### src/osf_pkg.sv
// constants, types and helpers shared by the serial output formatter
package osf_pkg;

    ////////////////////////////////////////////////////////////////////////////
    // register offsets
    localparam logic [6:0] ADDR_IFC_CFG   = 7'h20;
    localparam logic [6:0] ADDR_SYNC_CTRL = 7'h21;
    localparam logic [6:0] ADDR_SCRAMBLE  = 7'h22;
    localparam logic [6:0] ADDR_BYPASS    = 7'h24;
    localparam logic [6:0] ADDR_STATUS    = 7'h25;

    // field positions
    localparam int RES_LSB       = 0;
    localparam int LANE_LSB      = 2;
    localparam int REAL_BIT      = 4;
    localparam int SYNC_EN_BIT   = 0;
    localparam int SOFT_SYNC_BIT = 1;
    localparam int RELOAD_BIT    = 2;
    localparam int SCR_EN_BIT    = 6;
    localparam int BYPASS_BIT    = 2;
    localparam int SEEN_BIT      = 7;

    // values after reset
    localparam logic [7:0] IFC_CFG_RST   = 8'h02;
    localparam logic [7:0] SYNC_CTRL_RST = 8'h00;
    localparam logic [7:0] SCRAMBLE_RST  = 8'h00;
    localparam logic [7:0] BYPASS_RST    = 8'h04;
    localparam logic [7:0] SOFT_SYNC_MSK = 8'h02;

    // counts
    localparam int         SPI_FRAME_BITS = 16;
    localparam logic [4:0] SPI_ADDR_LAST  = 5'h07;
    localparam logic [4:0] SPI_DATA_FIRST = 5'h08;
    localparam logic [4:0] SPI_DATA_LAST  = 5'h0f;
    localparam int         DIV_BITS       = 6;
    localparam logic [5:0] DIV_LAST       = 6'h3f;
    localparam int         SCR_TAP_NEAR   = 14;
    localparam int         SCR_TAP_FAR    = 15;
    localparam int         LANES          = 2;
    localparam logic [5:0] WORD_MAX       = 6'h14;
    localparam logic [5:0] SHIFT_TOP      = 6'h27;

    typedef enum logic [1:0] {
        OSF_RES14 = 2'b00,
        OSF_RES16 = 2'b01,
        OSF_RES18 = 2'b10,
        OSF_RES20 = 2'b11
    } osf_res_t;

    typedef enum logic [1:0] {
        OSF_TWO_WIRE  = 2'b00,
        OSF_ONE_WIRE  = 2'b01,
        OSF_HALF_WIRE = 2'b10
    } osf_lane_t;

    function automatic logic [5:0] osf_res_bits(input logic [1:0] code);
        unique case (code)
            OSF_RES14: osf_res_bits = 6'h0e;
            OSF_RES16: osf_res_bits = 6'h10;
            OSF_RES18: osf_res_bits = 6'h12;
            default:   osf_res_bits = 6'h14;
        endcase
    endfunction

endpackage

### src/osf_reg_if.sv
// register access port between the serial control slave and the formatter
`timescale 1ns/1ps
interface osf_reg_if;
    logic       wrStrobe;
    logic [6:0] addr;
    logic [7:0] wrData;
    logic [7:0] rdData;

    modport spi  (output wrStrobe, output addr, output wrData, input rdData);
    modport regs (input wrStrobe, input addr, input wrData, output rdData);
endinterface

### src/osf_spi_slave.sv
// serial control slave: 16-bit frames, read flag, 7-bit address, 8-bit data
`timescale 1ns/1ps
module osf_spi_slave (
    input  logic   core_clk,
    input  logic   rstN,
    input  logic   spiClk,
    input  logic   spiSelN,
    input  logic   spiDataIn,
    output logic   spiDataOut,
    output logic   spiDataOutEn,
    osf_reg_if.spi bus
);
    typedef struct packed {
        logic       clkS1, clkS2, clkPrev;
        logic       selS1, selS2;
        logic       dinS1, dinS2;
        logic [4:0] bitCnt;
        logic [15:0] shift;
        logic       isRead;
        logic [7:0] rdShift;
        logic       dout, doutEn;
        logic       wrStrobe;
        logic [6:0] addr;
        logic [7:0] wrData;
    } osf_spi_t;

    osf_spi_t s_reg, s_next;
    logic     rise, fall;

    // pins pass two flops before any edge detection
    assign rise = s_reg.clkS2 & ~s_reg.clkPrev;
    assign fall = ~s_reg.clkS2 & s_reg.clkPrev;

    always_comb begin
        s_next = s_reg;
        s_next.clkS1 = spiClk;
        s_next.clkS2 = s_reg.clkS1;
        s_next.clkPrev = s_reg.clkS2;
        s_next.selS1 = spiSelN;
        s_next.selS2 = s_reg.selS1;
        s_next.dinS1 = spiDataIn;
        s_next.dinS2 = s_reg.dinS1;
        s_next.wrStrobe = 1'b0;
        if (s_reg.selS2) begin
            s_next.bitCnt = 5'h00;
            s_next.doutEn = 1'b0;
        end else begin
            if (rise) begin
                s_next.shift = {s_reg.shift[14:0], s_reg.dinS2};
                s_next.bitCnt = s_reg.bitCnt + 5'h01;
                if (s_reg.bitCnt == osf_pkg::SPI_ADDR_LAST) begin
                    s_next.addr = {s_reg.shift[5:0], s_reg.dinS2};
                    s_next.isRead = s_reg.shift[6];
                end
                if (s_reg.bitCnt == osf_pkg::SPI_DATA_LAST && !s_reg.isRead) begin
                    s_next.wrStrobe = 1'b1;
                    s_next.wrData = {s_reg.shift[6:0], s_reg.dinS2};
                end
            end
            // read data leaves on falling edges so the master samples it on rising ones
            if (fall && s_reg.isRead && s_reg.bitCnt >= osf_pkg::SPI_DATA_FIRST && !s_reg.bitCnt[4]) begin
                s_next.doutEn = 1'b1;
                if (s_reg.bitCnt == osf_pkg::SPI_DATA_FIRST) begin
                    s_next.dout = bus.rdData[7];
                    s_next.rdShift = {bus.rdData[6:0], 1'b0};
                end else begin
                    s_next.dout = s_reg.rdShift[7];
                    s_next.rdShift = {s_reg.rdShift[6:0], 1'b0};
                end
            end
        end
    end

    always_ff @(posedge core_clk or negedge rstN) begin
        if (!rstN) begin
            s_reg <= '0;
            // select synchronisers start at the idle level so no false frame opens after reset
            s_reg.selS1 <= 1'b1;
            s_reg.selS2 <= 1'b1;
        end else begin
            s_reg <= s_next;
        end
    end

    assign bus.wrStrobe  = s_reg.wrStrobe;
    assign bus.addr      = s_reg.addr;
    assign bus.wrData    = s_reg.wrData;
    assign spiDataOut    = s_reg.dout;
    assign spiDataOutEn  = s_reg.doutEn;
endmodule // osf_spi_slave

### src/osf_lane_scrambler.sv
// one lane's self-synchronising scrambler with its own history of sent bits
`timescale 1ns/1ps
module osf_lane_scrambler (
    input  logic core_clk,
    input  logic rstN,
    input  logic bitIn,
    input  logic advance,
    input  logic enable,
    output logic bitOut
);
    typedef struct packed {
        logic [14:0] hist;
        logic        out;
    } osf_scr_t;

    osf_scr_t s_reg, s_next;
    logic     sent;

    // history holds transmitted bits, so the receiver can undo it from the line alone
    assign sent = bitIn ^ (enable & (s_reg.hist[osf_pkg::SCR_TAP_NEAR-1] ^ s_reg.hist[osf_pkg::SCR_TAP_FAR-1]));

    always_comb begin
        s_next = s_reg;
        if (advance) begin
            s_next.hist = {s_reg.hist[13:0], sent};
            s_next.out = sent;
        end
    end

    always_ff @(posedge core_clk or negedge rstN) begin
        if (!rstN) begin
            s_reg <= '0;
        end else begin
            s_reg <= s_next;
        end
    end

    assign bitOut = s_reg.out;

    AST_SCR_TAPS: assert property (@(posedge core_clk) disable iff (!rstN)
        advance && enable |=> bitOut == ($past(bitIn) ^ $past(s_reg.hist[13]) ^ $past(s_reg.hist[14])))
        else $error("scrambled bit does not match taps 14 and 15");
endmodule // osf_lane_scrambler

### src/osf_serial_formatter.sv
// serial output formatter: sync handling, word formatting, lane serialising
`timescale 1ns/1ps

////////////////////////////////////////////////////////////////////////////////
// Behaviour
// - a register bit turns the shared pin from power-down into sync input
// - the sync pin is sampled on the rising clock edge
// - sync matters only with decimation; triggered by register write or pin; here a sync in bypass still restarts the frame
// - sync resets decimation dividers, aligns clocks and I/Q within one sample
// - sync resets oscillator phase and loads new frequency like the reload bit
// - complex: frame at Fs/N, lane at Fs*2R/L/N, data clock half lane rate
// - real: lane at Fs*R/L/M, frame Fs/M/2 on two lanes else Fs/M
// - two-wire, one-wire and half-wire lane modes set the lane bit rate
// - sample is formatted to 14, 16, 18 or 20 bits, 18 by default
// - truncate low bits; bypass 20-bit pads two zeros; decimation sends all 20
// - serialisation R/2, R or 2R per lane mode; data clock half lane rate
// - each lane has its own independent scrambler and history
// - scrambled bit k is XOR of bit k with sent bits k-14 and k-15
// - bit mapping follows scrambling in the output path; here there is no bit mapper and the scramblers drive the lanes directly
// - scrambling only when bypass is clear and scramble enable is set
// - new oscillator frequency waits for reload toggle or sync
module osf_serial_formatter (
    input  logic        core_clk,
    input  logic        resetn,
    input  logic        spiClk,
    input  logic        spiSelN,
    input  logic        spiDataIn,
    output logic        spiDataOut,
    output logic        spiDataOutEn,
    input  logic        powerdownSyncPin,
    input  logic [17:0] rawSample,
    input  logic [19:0] filtSampleI,
    input  logic [19:0] filtSampleQ,
    input  logic        sampleValid,
    output logic [1:0]  dataLanes,
    output logic        frameClock,
    output logic        forwardedDataClock,
    output logic        powerDown,
    output logic        dividerReset,
    output logic        ncoLoad,
    output logic [5:0]  decimPhase
);
    typedef struct packed {
        logic        pinS1, pinS2, pinPrev;
        logic [7:0]  cfgIfc, cfgSync, cfgScr, cfgBypass;
        logic        reloadPrev, syncSeen;
        logic [19:0] curI, curQ, prevI;
        logic [39:0] shiftReg;
        logic [7:0]  bitCnt;
        logic        halfPhase, frameClk, frameClkD, dataClk, dataClkD;
        logic [5:0]  divPhase;
        logic        divReset, ncoLd, powerDown;
    } osf_top_t;

    osf_top_t   s_reg, s_next;
    logic [1:0] rstPipe;
    logic       rstSyncN;
    osf_reg_if  regBus ();

    ////////////////////////////////////////////////////////////////////////////
    // reset release
    always_ff @(posedge core_clk or negedge resetn) begin
        if (!resetn) begin
            rstPipe <= 2'b00;
        end else begin
            rstPipe <= {rstPipe[0], 1'b1};
        end
    end
    assign rstSyncN = rstPipe[1];

    osf_spi_slave u_spi (
        .core_clk     (core_clk),
        .rstN         (rstSyncN),
        .spiClk       (spiClk),
        .spiSelN      (spiSelN),
        .spiDataIn    (spiDataIn),
        .spiDataOut   (spiDataOut),
        .spiDataOutEn (spiDataOutEn),
        .bus          (regBus.spi)
    );

    ////////////////////////////////////////////////////////////////////////////
    // decoded settings
    logic        bypass, scrOn, realMode, twoWire, halfWire, realSingle;
    logic        softSync, pinSync, syncEvent, decimSync, reloadToggle, advance, frameEnd;
    logic [5:0]  resBits;
    logic [4:0]  padAmt;
    logic [6:0]  frameBits;
    logic [7:0]  frameLen;
    logic [19:0] resMask, firstFmt, secondFmt, padRaw;
    logic [39:0] word;
    logic [5:0]  lane0Idx;
    logic [1:0]  laneBit;
    logic [7:0]  cntNext;

    assign bypass     = s_reg.cfgBypass[osf_pkg::BYPASS_BIT];
    assign scrOn      = s_reg.cfgScr[osf_pkg::SCR_EN_BIT] & ~bypass;
    assign realMode   = bypass | s_reg.cfgIfc[osf_pkg::REAL_BIT];
    assign twoWire    = s_reg.cfgIfc[3:2] == osf_pkg::OSF_TWO_WIRE;
    assign halfWire   = s_reg.cfgIfc[3:2] == osf_pkg::OSF_HALF_WIRE;
    // one real sample per frame except on two lanes, where two samples share it
    assign realSingle = realMode & ~twoWire;
    assign resBits    = osf_pkg::osf_res_bits(s_reg.cfgIfc[1:0]);
    assign padAmt     = 5'(osf_pkg::WORD_MAX - resBits);
    assign resMask    = 20'hfffff << padAmt;
    // bypass carries the raw 18 bits with two zero lsbs; the filter supplies all 20
    assign padRaw     = {rawSample, 2'b00};
    assign firstFmt   = (realMode && twoWire ? s_reg.prevI : s_reg.curI) & resMask;
    assign secondFmt  = (realMode ? s_reg.curI : s_reg.curQ) & resMask;
    assign word       = realSingle ? {firstFmt, 20'h00000}
                                   : ({firstFmt, 20'h00000} | ({secondFmt, 20'h00000} >> resBits));
    assign frameBits  = realSingle ? {1'b0, resBits} : {resBits, 1'b0};

    always_comb begin
        unique case (s_reg.cfgIfc[3:2])
            osf_pkg::OSF_TWO_WIRE:  frameLen = {2'b00, frameBits[6:1]};
            // counted in lane bits; the halving of the rate comes from advance alone
            osf_pkg::OSF_HALF_WIRE: frameLen = {1'b0, frameBits};
            default:                frameLen = {1'b0, frameBits};
        endcase
    end

    // half-wire holds each bit two clocks, halving the lane rate
    assign advance  = ~halfWire | s_reg.halfPhase;
    assign frameEnd = advance && (s_reg.bitCnt == frameLen - 8'h01);
    assign lane0Idx = 6'(osf_pkg::SHIFT_TOP - frameLen[5:0]);
    // on two lanes lane1 starts the frame and lane0 carries its second half
    assign laneBit  = twoWire ? {s_reg.shiftReg[39], s_reg.shiftReg[lane0Idx]}
                              : {1'b0, s_reg.shiftReg[39]};

    ////////////////////////////////////////////////////////////////////////////
    // sync and reload
    assign softSync  = regBus.wrStrobe && regBus.addr == osf_pkg::ADDR_SYNC_CTRL
                       && regBus.wrData[osf_pkg::SOFT_SYNC_BIT];
    // pin edge only counts once the pin is switched to its sync role
    assign pinSync   = s_reg.cfgSync[osf_pkg::SYNC_EN_BIT] & s_reg.pinS2 & ~s_reg.pinPrev;
    assign syncEvent = softSync | pinSync;
    // dividers and oscillator only exist in the decimation path
    assign decimSync = syncEvent & ~bypass;
    assign reloadToggle = s_reg.reloadPrev != s_reg.cfgSync[osf_pkg::RELOAD_BIT];
    assign cntNext   = (frameEnd || syncEvent) ? 8'h00 : (advance ? s_reg.bitCnt + 8'h01 : s_reg.bitCnt);

    always_comb begin
        s_next = s_reg;
        s_next.pinS1 = powerdownSyncPin;
        s_next.pinS2 = s_reg.pinS1;
        s_next.pinPrev = s_reg.pinS2;
        s_next.reloadPrev = s_reg.cfgSync[osf_pkg::RELOAD_BIT];
        // register writes
        if (regBus.wrStrobe) begin
            unique case (regBus.addr)
                osf_pkg::ADDR_IFC_CFG:   s_next.cfgIfc = regBus.wrData;
                osf_pkg::ADDR_SYNC_CTRL: s_next.cfgSync = regBus.wrData & ~osf_pkg::SOFT_SYNC_MSK;
                osf_pkg::ADDR_SCRAMBLE:  s_next.cfgScr = regBus.wrData;
                osf_pkg::ADDR_BYPASS:    s_next.cfgBypass = regBus.wrData;
                osf_pkg::ADDR_STATUS:    s_next.syncSeen = s_reg.syncSeen & ~regBus.wrData[osf_pkg::SEEN_BIT];
                default:                 s_next.syncSeen = s_reg.syncSeen;
            endcase
        end
        // a sync in the same cycle as the clear still leaves the flag set
        if (syncEvent) begin
            s_next.syncSeen = 1'b1;
        end
        // power-down follows the pin unless the pin is in sync role
        s_next.powerDown = ~s_reg.cfgSync[osf_pkg::SYNC_EN_BIT] & s_reg.pinS2;
        // 64-phase divider; sync restarts it so several devices line up
        s_next.divPhase = decimSync ? 6'h00 : s_reg.divPhase + 6'h01;
        s_next.divReset = decimSync;
        s_next.ncoLd = decimSync | reloadToggle;
        // sample capture; the previous one feeds the two-lane real frame
        if (sampleValid) begin
            s_next.prevI = s_reg.curI;
            s_next.curI = bypass ? padRaw : filtSampleI;
            s_next.curQ = bypass ? 20'h00000 : filtSampleQ;
        end
        // serialiser
        s_next.halfPhase = halfWire ? ~s_reg.halfPhase : 1'b1;
        if (frameEnd || syncEvent) begin
            s_next.shiftReg = word;
        end else if (advance) begin
            s_next.shiftReg = {s_reg.shiftReg[38:0], 1'b0};
        end
        s_next.bitCnt = cntNext;
        if (syncEvent) begin
            s_next.halfPhase = 1'b0;
        end
        // high for the first half of each frame, so its rise marks the first bit
        s_next.frameClk = cntNext < {1'b0, frameLen[7:1]};
        s_next.frameClkD = s_reg.frameClk;
        s_next.dataClk = advance ? ~s_reg.dataClk : s_reg.dataClk;
        s_next.dataClkD = s_reg.dataClk;
    end

    always_ff @(posedge core_clk or negedge rstSyncN) begin
        if (!rstSyncN) begin
            s_reg <= '0;
            s_reg.cfgIfc <= osf_pkg::IFC_CFG_RST;
            s_reg.cfgSync <= osf_pkg::SYNC_CTRL_RST;
            s_reg.cfgScr <= osf_pkg::SCRAMBLE_RST;
            s_reg.cfgBypass <= osf_pkg::BYPASS_RST;
        end else begin
            s_reg <= s_next;
        end
    end

    ////////////////////////////////////////////////////////////////////////////
    // register read-back
    always_comb begin
        unique case (regBus.addr)
            osf_pkg::ADDR_IFC_CFG:   regBus.rdData = s_reg.cfgIfc;
            osf_pkg::ADDR_SYNC_CTRL: regBus.rdData = s_reg.cfgSync;
            osf_pkg::ADDR_SCRAMBLE:  regBus.rdData = s_reg.cfgScr;
            osf_pkg::ADDR_BYPASS:    regBus.rdData = s_reg.cfgBypass;
            osf_pkg::ADDR_STATUS:    regBus.rdData = {s_reg.syncSeen, 1'b0, s_reg.divPhase};
            default:                 regBus.rdData = 8'h00;
        endcase
    end

    ////////////////////////////////////////////////////////////////////////////
    // lanes; the bit mapper, if any, sits after these scramblers
    generate
        for (genvar g = 0; g < osf_pkg::LANES; g++) begin : g_lane
            osf_lane_scrambler u_scr (
                .core_clk (core_clk),
                .rstN     (rstSyncN),
                .bitIn    (laneBit[g]),
                .advance  (advance),
                .enable   (scrOn),
                .bitOut   (dataLanes[g])
            );
        end
    endgenerate

    assign frameClock         = s_reg.frameClkD;
    assign forwardedDataClock = s_reg.dataClkD;
    assign powerDown          = s_reg.powerDown;
    assign dividerReset       = s_reg.divReset;
    assign ncoLoad            = s_reg.ncoLd;
    assign decimPhase         = s_reg.divPhase;

    ////////////////////////////////////////////////////////////////////////////
    // checks
    AST_PWRDN_PIN: assert property (@(posedge core_clk) disable iff (!rstSyncN)
        !s_reg.cfgSync[osf_pkg::SYNC_EN_BIT] ##1 !s_reg.cfgSync[osf_pkg::SYNC_EN_BIT] |-> powerDown == $past(s_reg.pinS2))
        else $error("power-down does not follow the pin");
    AST_SYNC_ROLE: assert property (@(posedge core_clk) disable iff (!rstSyncN)
        s_reg.cfgSync[osf_pkg::SYNC_EN_BIT] && s_reg.pinS2 && !s_reg.pinPrev && !bypass |=> dividerReset && !powerDown)
        else $error("sync pin edge not taken");
    AST_DIV_RESET: assert property (@(posedge core_clk) disable iff (!rstSyncN)
        decimSync |=> decimPhase == 6'h00 ##1 decimPhase == 6'h01)
        else $error("divider not restarted by sync");
    AST_DIV_WRAP: assert property (@(posedge core_clk) disable iff (!rstSyncN)
        !decimSync && s_reg.divPhase == osf_pkg::DIV_LAST |=> decimPhase == 6'h00 && !dividerReset)
        else $error("divider period is not 64");
    AST_NCO_SYNC: assert property (@(posedge core_clk) disable iff (!rstSyncN)
        decimSync |=> ncoLoad)
        else $error("sync did not load the oscillator");
    AST_NCO_HOLD: assert property (@(posedge core_clk) disable iff (!rstSyncN)
        !decimSync && !reloadToggle |=> !ncoLoad)
        else $error("oscillator loaded without reload or sync");
    AST_FRAME_ALIGN: assert property (@(posedge core_clk) disable iff (!rstSyncN)
        syncEvent |=> s_reg.bitCnt == 8'h00 && s_reg.shiftReg == $past(word) ##1 frameClock)
        else $error("sync did not restart the frame");
    AST_FORWARDED_DATA_CLOCK_HALF: assert property (@(posedge core_clk) disable iff (!rstSyncN)
        advance |=> s_reg.dataClk != $past(s_reg.dataClk) ##1 forwardedDataClock == $past(s_reg.dataClk))
        else $error("data clock is not half the lane rate");
    AST_SCR_OFF: assert property (@(posedge core_clk) disable iff (!rstSyncN)
        !scrOn && advance |=> dataLanes == $past(laneBit))
        else $error("lane altered while scrambling is off");
endmodule // osf_serial_formatter

### config.mk
export PLATFORM = sky130hd
export DESIGN_NAME = osf_serial_formatter
export DESIGN_NICKNAME = d
export VERILOG_FILES = /design/src/osf_pkg.sv /design/src/osf_reg_if.sv /design/src/osf_spi_slave.sv /design/src/osf_lane_scrambler.sv /design/src/osf_serial_formatter.sv
export SDC_FILE = /design/constraint.sdc
export NUM_CORES = 1
export LEC_CHECK = 0
export BUFFER_PORTS_ARGS = -buffer_cell sky130_fd_sc_hd__buf_2
export CORE_ASPECT_RATIO = 1.75
export CORE_UTILIZATION = 35
export DETAILED_ROUTE_END_ITERATION = 6
export GPL_TIMING_DRIVEN = 1
export SYNTH_ARGS = -nofsm -noshare
export SYNTH_HDL_FRONTEND = slang
export SYNTH_SLANG_ARGS = --single-unit
### constraint.sdc
create_clock -name core_clk -period 10.3 [get_ports core_clk]
set_input_delay 1.545 -clock core_clk [delete_from_list [all_inputs] [get_ports core_clk]]
set_output_delay 1.545 -clock core_clk [all_outputs]
set_load 0.02 [all_outputs]
# After elaboration in Yosys (flattened, before gate mapping)

Cells that the tools add are included.
W data, S select, Z words.

Register bits after elaboration: 247
Latch bits: 0
RAM bits: 0
Bits in read-only memories: 0
Output and inout port bits: 15
Memories kept: 0

$add $sub $neg: 6
Multipliers: 0
Div/mod/pow operators: 0
$lt $le $gt $ge: 3
Equal/unequal tests: 13
Shifts and indexed selects: 2
Muxes and demuxes: 33
Bitwise logic cells: 33
Reduce and logical (&&, ||, !) cells: 27

Operators with widths:

| cell                    | count |
|---|---|
| $mux W40                | 3 |
| $mux W20                | 4 |
| $and A20 B20 Y20        | 2 |
| $or A40 B40 Y40         | 1 |
| $pmux W8 S5             | 1 |
| $shr A40 B6 Y40         | 1 |
| $eq A7 B6 Y1 const B    | 5 |
| $mux W16                | 2 |
| $mux W8                 | 3 |
| $mux W22                | 1 |
| $mux W7                 | 3 |
| $shl A20 B5 Y20 const A | 1 |
| $pmux W5 S3             | 1 |
| $reduce_and A2 Y1       | 7 |
| $and A1 B1 Y1           | 11 |
| $not A1 Y1              | 11 |
| $eq A5 B4 Y1 const B    | 2 |
| $mux W1                 | 10 |
| $reduce_bool A2 Y1      | 5 |
| $mux W9                 | 1 |
| $add A8 B1 Y8 const B   | 1 |
| $eq A8 B8 Y1            | 1 |
| $logic_and A1 B1 Y1     | 8 |
| $lt A8 B7 Y1            | 1 |
| 21 further kinds        | 31 |

# Longest topological paths before layout

Gate-level depths: netlist of run 1.

Depth after elaboration: 11
Depth in mapped cells: 22

# Hierarchy

Synthesis of run 1 repeated with hierarchy kept, for this count alone.

Cells, all modules: 1186
Area total of the unflattened synthesis: 12734.7 um2

By module, submodules not included:

| module               | instances | cells an instance | area an instance (um2) | seq. area each (um2) |
|---|---|---|---|---|
| osf_serial_formatter | 1         | 974               | 9619.2                 | 4006.3 |
| osf_spi_slave        | 1         | 136               | 1944.4                 | 1128.6 |
| osf_lane_scrambler   | 2         | 38                | 585.6                  | 375.4 |

# Worst setup path after synthesis of run 1

Ideal clock, no wire load.

Path kind: reg-to-reg
Start point: reg s_reg[148] (netlist bit)
End point: reg s_reg (netlist bit s_next[11])
Library setup time: 66 ps
Data arrival time: 4466 ps
Data required time: 10234 ps
Path slack: 5768 ps
Stages on the path, launching flop included: 21
Path through: dfrtp_1 > inv_1 > ha_1 > buf_2 > buf_1 > clkbuf_1 > clkbuf_1 > o21ai_0 > ha_1 > nor2b_1 > or4_1 > nand3_1 > o211ai_1 > o31ai_2 > buf_2 > a21oi_1 > ha_1 > a2111oi_0 > o21ai_0 > a21oi_1 > o31a_1

RTL lines:

| what                   | line                        | source |
|---|---|---|
| start, declared        | osf_serial_formatter.sv:55  | `osf_top_t s_reg, s_next;` |
| start signal, assigned | osf_serial_formatter.sv:202 | `s_reg <= s_next;` |

==> results.md, run 1 <==
* Status: completed
* Sequential power share at 0.500
* Iteration-0 DRC Markers at 579
* CTS max path bufs at 3
* Power Density at 170 mW/mm^2
* Grt ovf at 0
* Worst vdd ir at 0.126 mV
* Share of layout cells above drive strength 1 at 0.184
* Async set-or-reset flop fraction in the synthesized netlist at 1.00
* Critical Path AT at 6090 ps
* Hold WS at 346 ps
* Area of the mapped netlist at 0.0126 mm^2
* Achievable Freq at 178 MHz
* Combinational share of power at 0.126
* Fin crit period at 5620 ps
* Die footprint at 0.0369 mm^2
* First-pass DRT Iterations at 4
* Leakage Power at 0.00655 uW
* Hold Path Class: flip-flop to flip-flop
* Final setup violating endpoints at 0
* Switching share of power at 0.275
* Number of port buffers at 79
* Initial antenna violation count at 0
* Yosys cell types at 81
* Max FFs per register at 141
* Via Count at 9,601
* Synth Flop Type: dfrtp_1
* Mean routed wirelength per cell at 18.7 um
* Die Width at 146 um
* Routed WL at 33,200 um
* Worst EP required at 10,770 ps
* Commonest cells after routing, fill and taps aside: dfrtp_1, nand2_1, mux2i_1, buf_2
* Max_cap viols at 0
* Ant. Diodes at 0
* DIE HEIGHT at 253 um
* Routed Antenna Nets at 0
* Post-CTS Setup Bufs at 0
* H-tree Lvls at 1
* Clk_lat worst skew at 540 ps
* CTS Hold Buffers Added at 0
* Post-synthesis sequential area ratio at 0.466
* IO Count at 80
* CTS root buffer: clkbuf_16
* Synthesized area per cell at 9.99 um^2
* Vias in the first global route at 9,611
* Post-CTS sizing at 0
* Num CTS Buffers at 23
* Yosys reg bits at 235
* EDFF count, synth at 0
* Total Power at 2390 uW
* Fin Clk Skew at 20.1 ps
* Initial Utilization at 0.357
* Gpl congestion at 0.934
* Total Routing Usage GR at 0.183
* P_int at 1730 uW
* CTS clock-pin slew for the worst setup and hold paths at 70 ps
* Max-slew headroom at 0.260
* Core box area at 0.0354 mm^2
* Synthesized instance count at 1,264
* Final hold vios at 0
* Critical Path End Type: flip-flop
* Sw Pwr at 656 uW
* Final period util at 0.545
* Worst-margin pin slew at 1110 ps
* Post-DP HPWL at 23,600 um
* Fillers at 3,487
* Clock group share of total power at 0.374
* Final nets at 1,373
* Row count at 91
* Area Overhead vs Synth at 11.6%
* First-pass GRT wire length at 53,500 um
* Via-to-Cell Ratio at 5.42
* Most common cell after layout, fill and taps aside: dfrtp_1
* CTS sink cnt at 235
* Synth warnings at 0
* DRC at 0
* RSZ-0062 raised after global routing: false
* Max Slew Vio Count at 0
* CP startpoint kind: flip-flop
* Final setup TNS at 0 ps
* CTS tree: yes
* Worst setup path class: flip-flop to flip-flop
* Crit Path Max Fanout at 58
* Largest net degree at the start of global routing at 101
## power groups by stage
stage          Clock, uW  Sequential [uW]  Combinational [uW]
6_report             893             1200                 302
5_1_grt              952             1220                 346
4_1_cts              917             1200                 307
3_5_place_dp           0             1210                 303
3_3_place_gp           0             1210                 298
2_1_floorplan          0             1170                 227
## cell type report
cell class / count / area (um^2) / area share
Clock buffer: 33 / 693 / 0.0492
Clock inverter: 9 / 110 / 0.00781
Inverter: 36 / 135 / 0.00959
Multi-Input combinational cell: 900 / 6180 / 0.438
Sequential cell: 235 / 5890 / 0.418
Tap cell: 465 / 582 / 0.0413
Timing Repair Buffer: 94 / 508 / 0.0360
## cells by family (layout without fill, tap and decap cells)
group | after synthesis | in the layout | synth area share
other | 1 | 2 | 0.000297
DFF | 235 | 235 | 0.466
xor gates and xnor gates | 26 | 26 | 0.0180
muxes | 197 | 197 | 0.183
buffers and inverters | 130 | 172 | 0.0461
AOI/OAI and AO/OA | 229 | 229 | 0.113
adders and majority gates | 18 | 18 | 0.0178
and+or+nand+nor | 428 | 428 | 0.156
## worst paths after layout
check / startpoint / to / slack (ps) / cells past startpoint
worst max-delay path: bypass / s_next[11] / 4680 / 18
worst min-delay path: s_next[11] / frameClock / 350 / 0
worst max register to register: bypass / s_next[11] / 4680 / 18
worst min register to register: s_next[11] / frameClock / 350 / 0
max in group asynchronous: rstPipe[1] / s_reg[55] / 8560 / 1
min in group asynchronous: rstPipe[1] / u_spi.s_reg[33] / 410 / 0
## per-stage QoR
stage | instance area (um^2) | std cells | utilization | setup slack [ps]
finish | 14100 | 1772 | 0.398 | 4680
global route | 14100 | 1772 | 0.398 | 4370
CTS | 14100 | 1772 | 0.398 | 4690
detailed placement | 13300 | 1730 | 0.375 | 4730
global placement | 13300 | 1730 | 0.375 | 4800
floorplan | 12600 | 1265 | - | 3270
## critical path: stages (launching register included)
cell	delay, ps
dfstp_2	620
buf_4	530
or2_1	690
nor2_1	230
nand2_1	110
o21ai_0	130
ha_1	290
nor2b_1	150
or4_1	470
nand3_1	110
o211ai_1	150
o31ai_4	250
buf_4	620
a21oi_1	130
ha_1	260
a2111oi_0	310
o21ai_0	150
a21oi_1	160
o31a_1	160
## cells in the mapped netlist (11+ instances only)
| library cell | instances | area (um^2) |
|---|---|---|
| buf_2 | 15 | 75.1 |
| nand3_1 | 34 | 170 |
| nand2_1 | 220 | 826 |
| a31oi_1 | 11 | 68.8 |
| nand3b_1 | 28 | 210 |
| ha_1 | 18 | 225 |
| a21oi_1 | 59 | 295 |
| mux4_2 | 19 | 428 |
| inv_1 | 34 | 128 |
| nor2b_1 | 11 | 68.8 |
| nor2_1 | 75 | 282 |
| xor2_1 | 17 | 149 |
| dfrtp_1 | 231 | 5780 |
| clkbuf_1 | 56 | 210 |
| mux2i_1 | 101 | 1010 |
| o21ai_0 | 75 | 375 |
| mux2_2 | 73 | 822 |
## routing by layer
layer / global-route usage / share of wire / up-vias
li1: - / - / 4493
met1: 0.217 / 0.40 / 4786
met2: 0.330 / 0.52 / 247
met5: 0 / 0 / -
met4: 0.0845 / 0.040 / 0
met3: 0.0184 / 0.034 / 75
(Power assumes the default switching activity.)
==> inputs of run 2 (changes only) <==
Clock period 10.3 ns to 5.85 ns, I/O delays scaled along.
==> run 2 against run 1 <==
Compared with the run above: sequential share of layout area about the same; critical path type unchanged; wire length decreased by 1.3%; critical endpoint unchanged; sequential power increased by 75%; utilization about the same; die area unchanged.
==> results.md, run 2 (synthesis gave the netlist of run 1 again) <==
* Max FFs per register at 141
* Crit Path Max Fanout at 18
* Number of port buffers at 79
* Worst vdd ir at 0.197 mV
* Die Width at 146 um
* DIE HEIGHT at 253 um
* Design Area, Final at 0.0141 mm^2
* Area after DPL at 0.0133 mm^2
* Share of layout cells above drive strength 1 at 0.185
* Post-DP HPWL at 23,600 um
* Fin crit period at 4840 ps
* First-pass DRT Iterations at 5
* Final setup violating endpoints at 0
* Max Slew Vio Count at 0
* Post-CTS sizing at 0
* Gpl congestion at 0.904
* Via Count at 9,442
* Mean routed wirelength per cell at 18.4 um
* Critical Path End Type: flip-flop
* Power Density at 297 mW/mm^2
* Total Routing Usage GR at 0.182
* Initial Utilization at 0.357
* Final setup TNS at 0 ps
* Ant. Diodes at 0
* Core box area at 0.0354 mm^2
* Routed Antenna Nets at 0
* Iteration-0 DRC Markers at 597
* Hold Path Class: input pin to async pin
* Worst EP required at 6320 ps
* CP startpoint kind: flip-flop
* Grt ovf at 0
* H-tree Lvls at 1
* Largest net degree at the start of global routing at 140
* RSZ-0062 raised after global routing: false
* Max_cap viols at 0
* CTS sink cnt at 235
* Worst setup path class: flip-flop to flip-flop
* Num CTS Buffers at 23
* Leakage Power at 0.00654 uW
* Fin Clk Skew at 19.2 ps
* Vias in the first global route at 9,523
* IO Count at 80
* CTS tree: yes
* Initial antenna violation count at 0
* Status: completed
* DRC at 0
* Routed WL at 32,700 um
* Area Overhead vs Synth at 11.7%
* Clk_lat worst skew at 540 ps
* Fillers at 3,472
* CTS Hold Buffers Added at 0
* First-pass GRT wire length at 53,300 um
* Final nets at 1,375
* Max-slew headroom at 0.373
* Critical Path AT at 5310 ps
* Post-CTS Setup Bufs at 0
* Final period util at 0.828
* Final hold vios at 0
* CTS root buffer: clkbuf_16
* Most common cell after layout, fill and taps aside: dfrtp_1
* Commonest cells after routing, fill and taps aside: dfrtp_1, nand2_1, mux2i_1, buf_2
* Via-to-Cell Ratio at 5.32
* Die footprint at 0.0369 mm^2
* Achievable Freq at 206 MHz
* CTS clock-pin slew for the worst setup and hold paths at 70 ps
* Worst-margin pin slew at 941 ps
* CTS max path bufs at 3
* Row count at 91
run 2: area by class of cell:
class                   count  area (um^2)  area share
repair buffers             96          536      0.0380
well taps                 465          582      0.0413
clock buffers              28          614      0.0436
inverters                  36          135     0.00958
clock inverters            14          166      0.0118
multi-input cells         900         6180       0.438
flip-flops and latches    235         5890       0.418
run 2: final timing paths:
check / slack, ps / to / start / cells past startpoint
max reg2reg: 1010 / s_next[11] / s_reg[148] / 17
min: 110 / rstPipe[1] / resetn / 1
max in group asynchronous: 4280 / g_lane[0].u_scr.s_reg[3] / rstPipe[1] / 1
min in group core_clk: 350 / s_next[156] / s_next[157] / 0
max: 1010 / s_next[11] / s_reg[148] / 17
min reg2reg: 340 / s_reg[124] / rstPipe[1] / 0
run 2: power by group:
part	switching (uW)	total, uW	leakage [uW]	internal (uW)
sequential	230	2100	0.00300	1870
clock	666	1560	0.000379	891
combinational	274	534	0.00316	260
total	1170	4190	0.00654	3020
run 2: per-layer routing:
metal | global-route usage | part of all wire | vias to the layer above
met4 | 0.0785 | 0.036 | 0
li1 | - | - | 4493
met3 | 0.0189 | 0.034 | 65
met1 | 0.218 | 0.41 | 4682
met5 | 0 | 0 | -
met2 | 0.328 | 0.52 | 202
run 2: critical path, cell delays in order, from the launching register on:
cell and delay (ps):
dfrtp_1 410, inv_1 150, ha_1 550, clkinv_1 430, nand3_1 330, nand3_1 180, ha_1 250, nor2b_1 150
or4_1 460, nand3_1 110, o211ai_1 150, o31ai_4 460, a21oi_1 110, ha_1 230, a2111oi_0 310, o21ai_0 150
a21oi_1 160, o31a_1 160
run 2: per-stage QoR:
step / utilization / instances / power, uW / hold slack, ps / setup slack [ps]
finish: 0.398 / 1774 / 4190 / 113 / 1010
global route: 0.398 / 1774 / 4420 / 102 / 595
CTS: 0.398 / 1774 / 4250 / 95.7 / 1030
detailed placement: 0.376 / 1732 / 2680 / 336 / 1020
global placement: 0.376 / 1732 / 2660 / 333 / 1080
floorplan: - / 1265 / 2460 / 331 / 1320
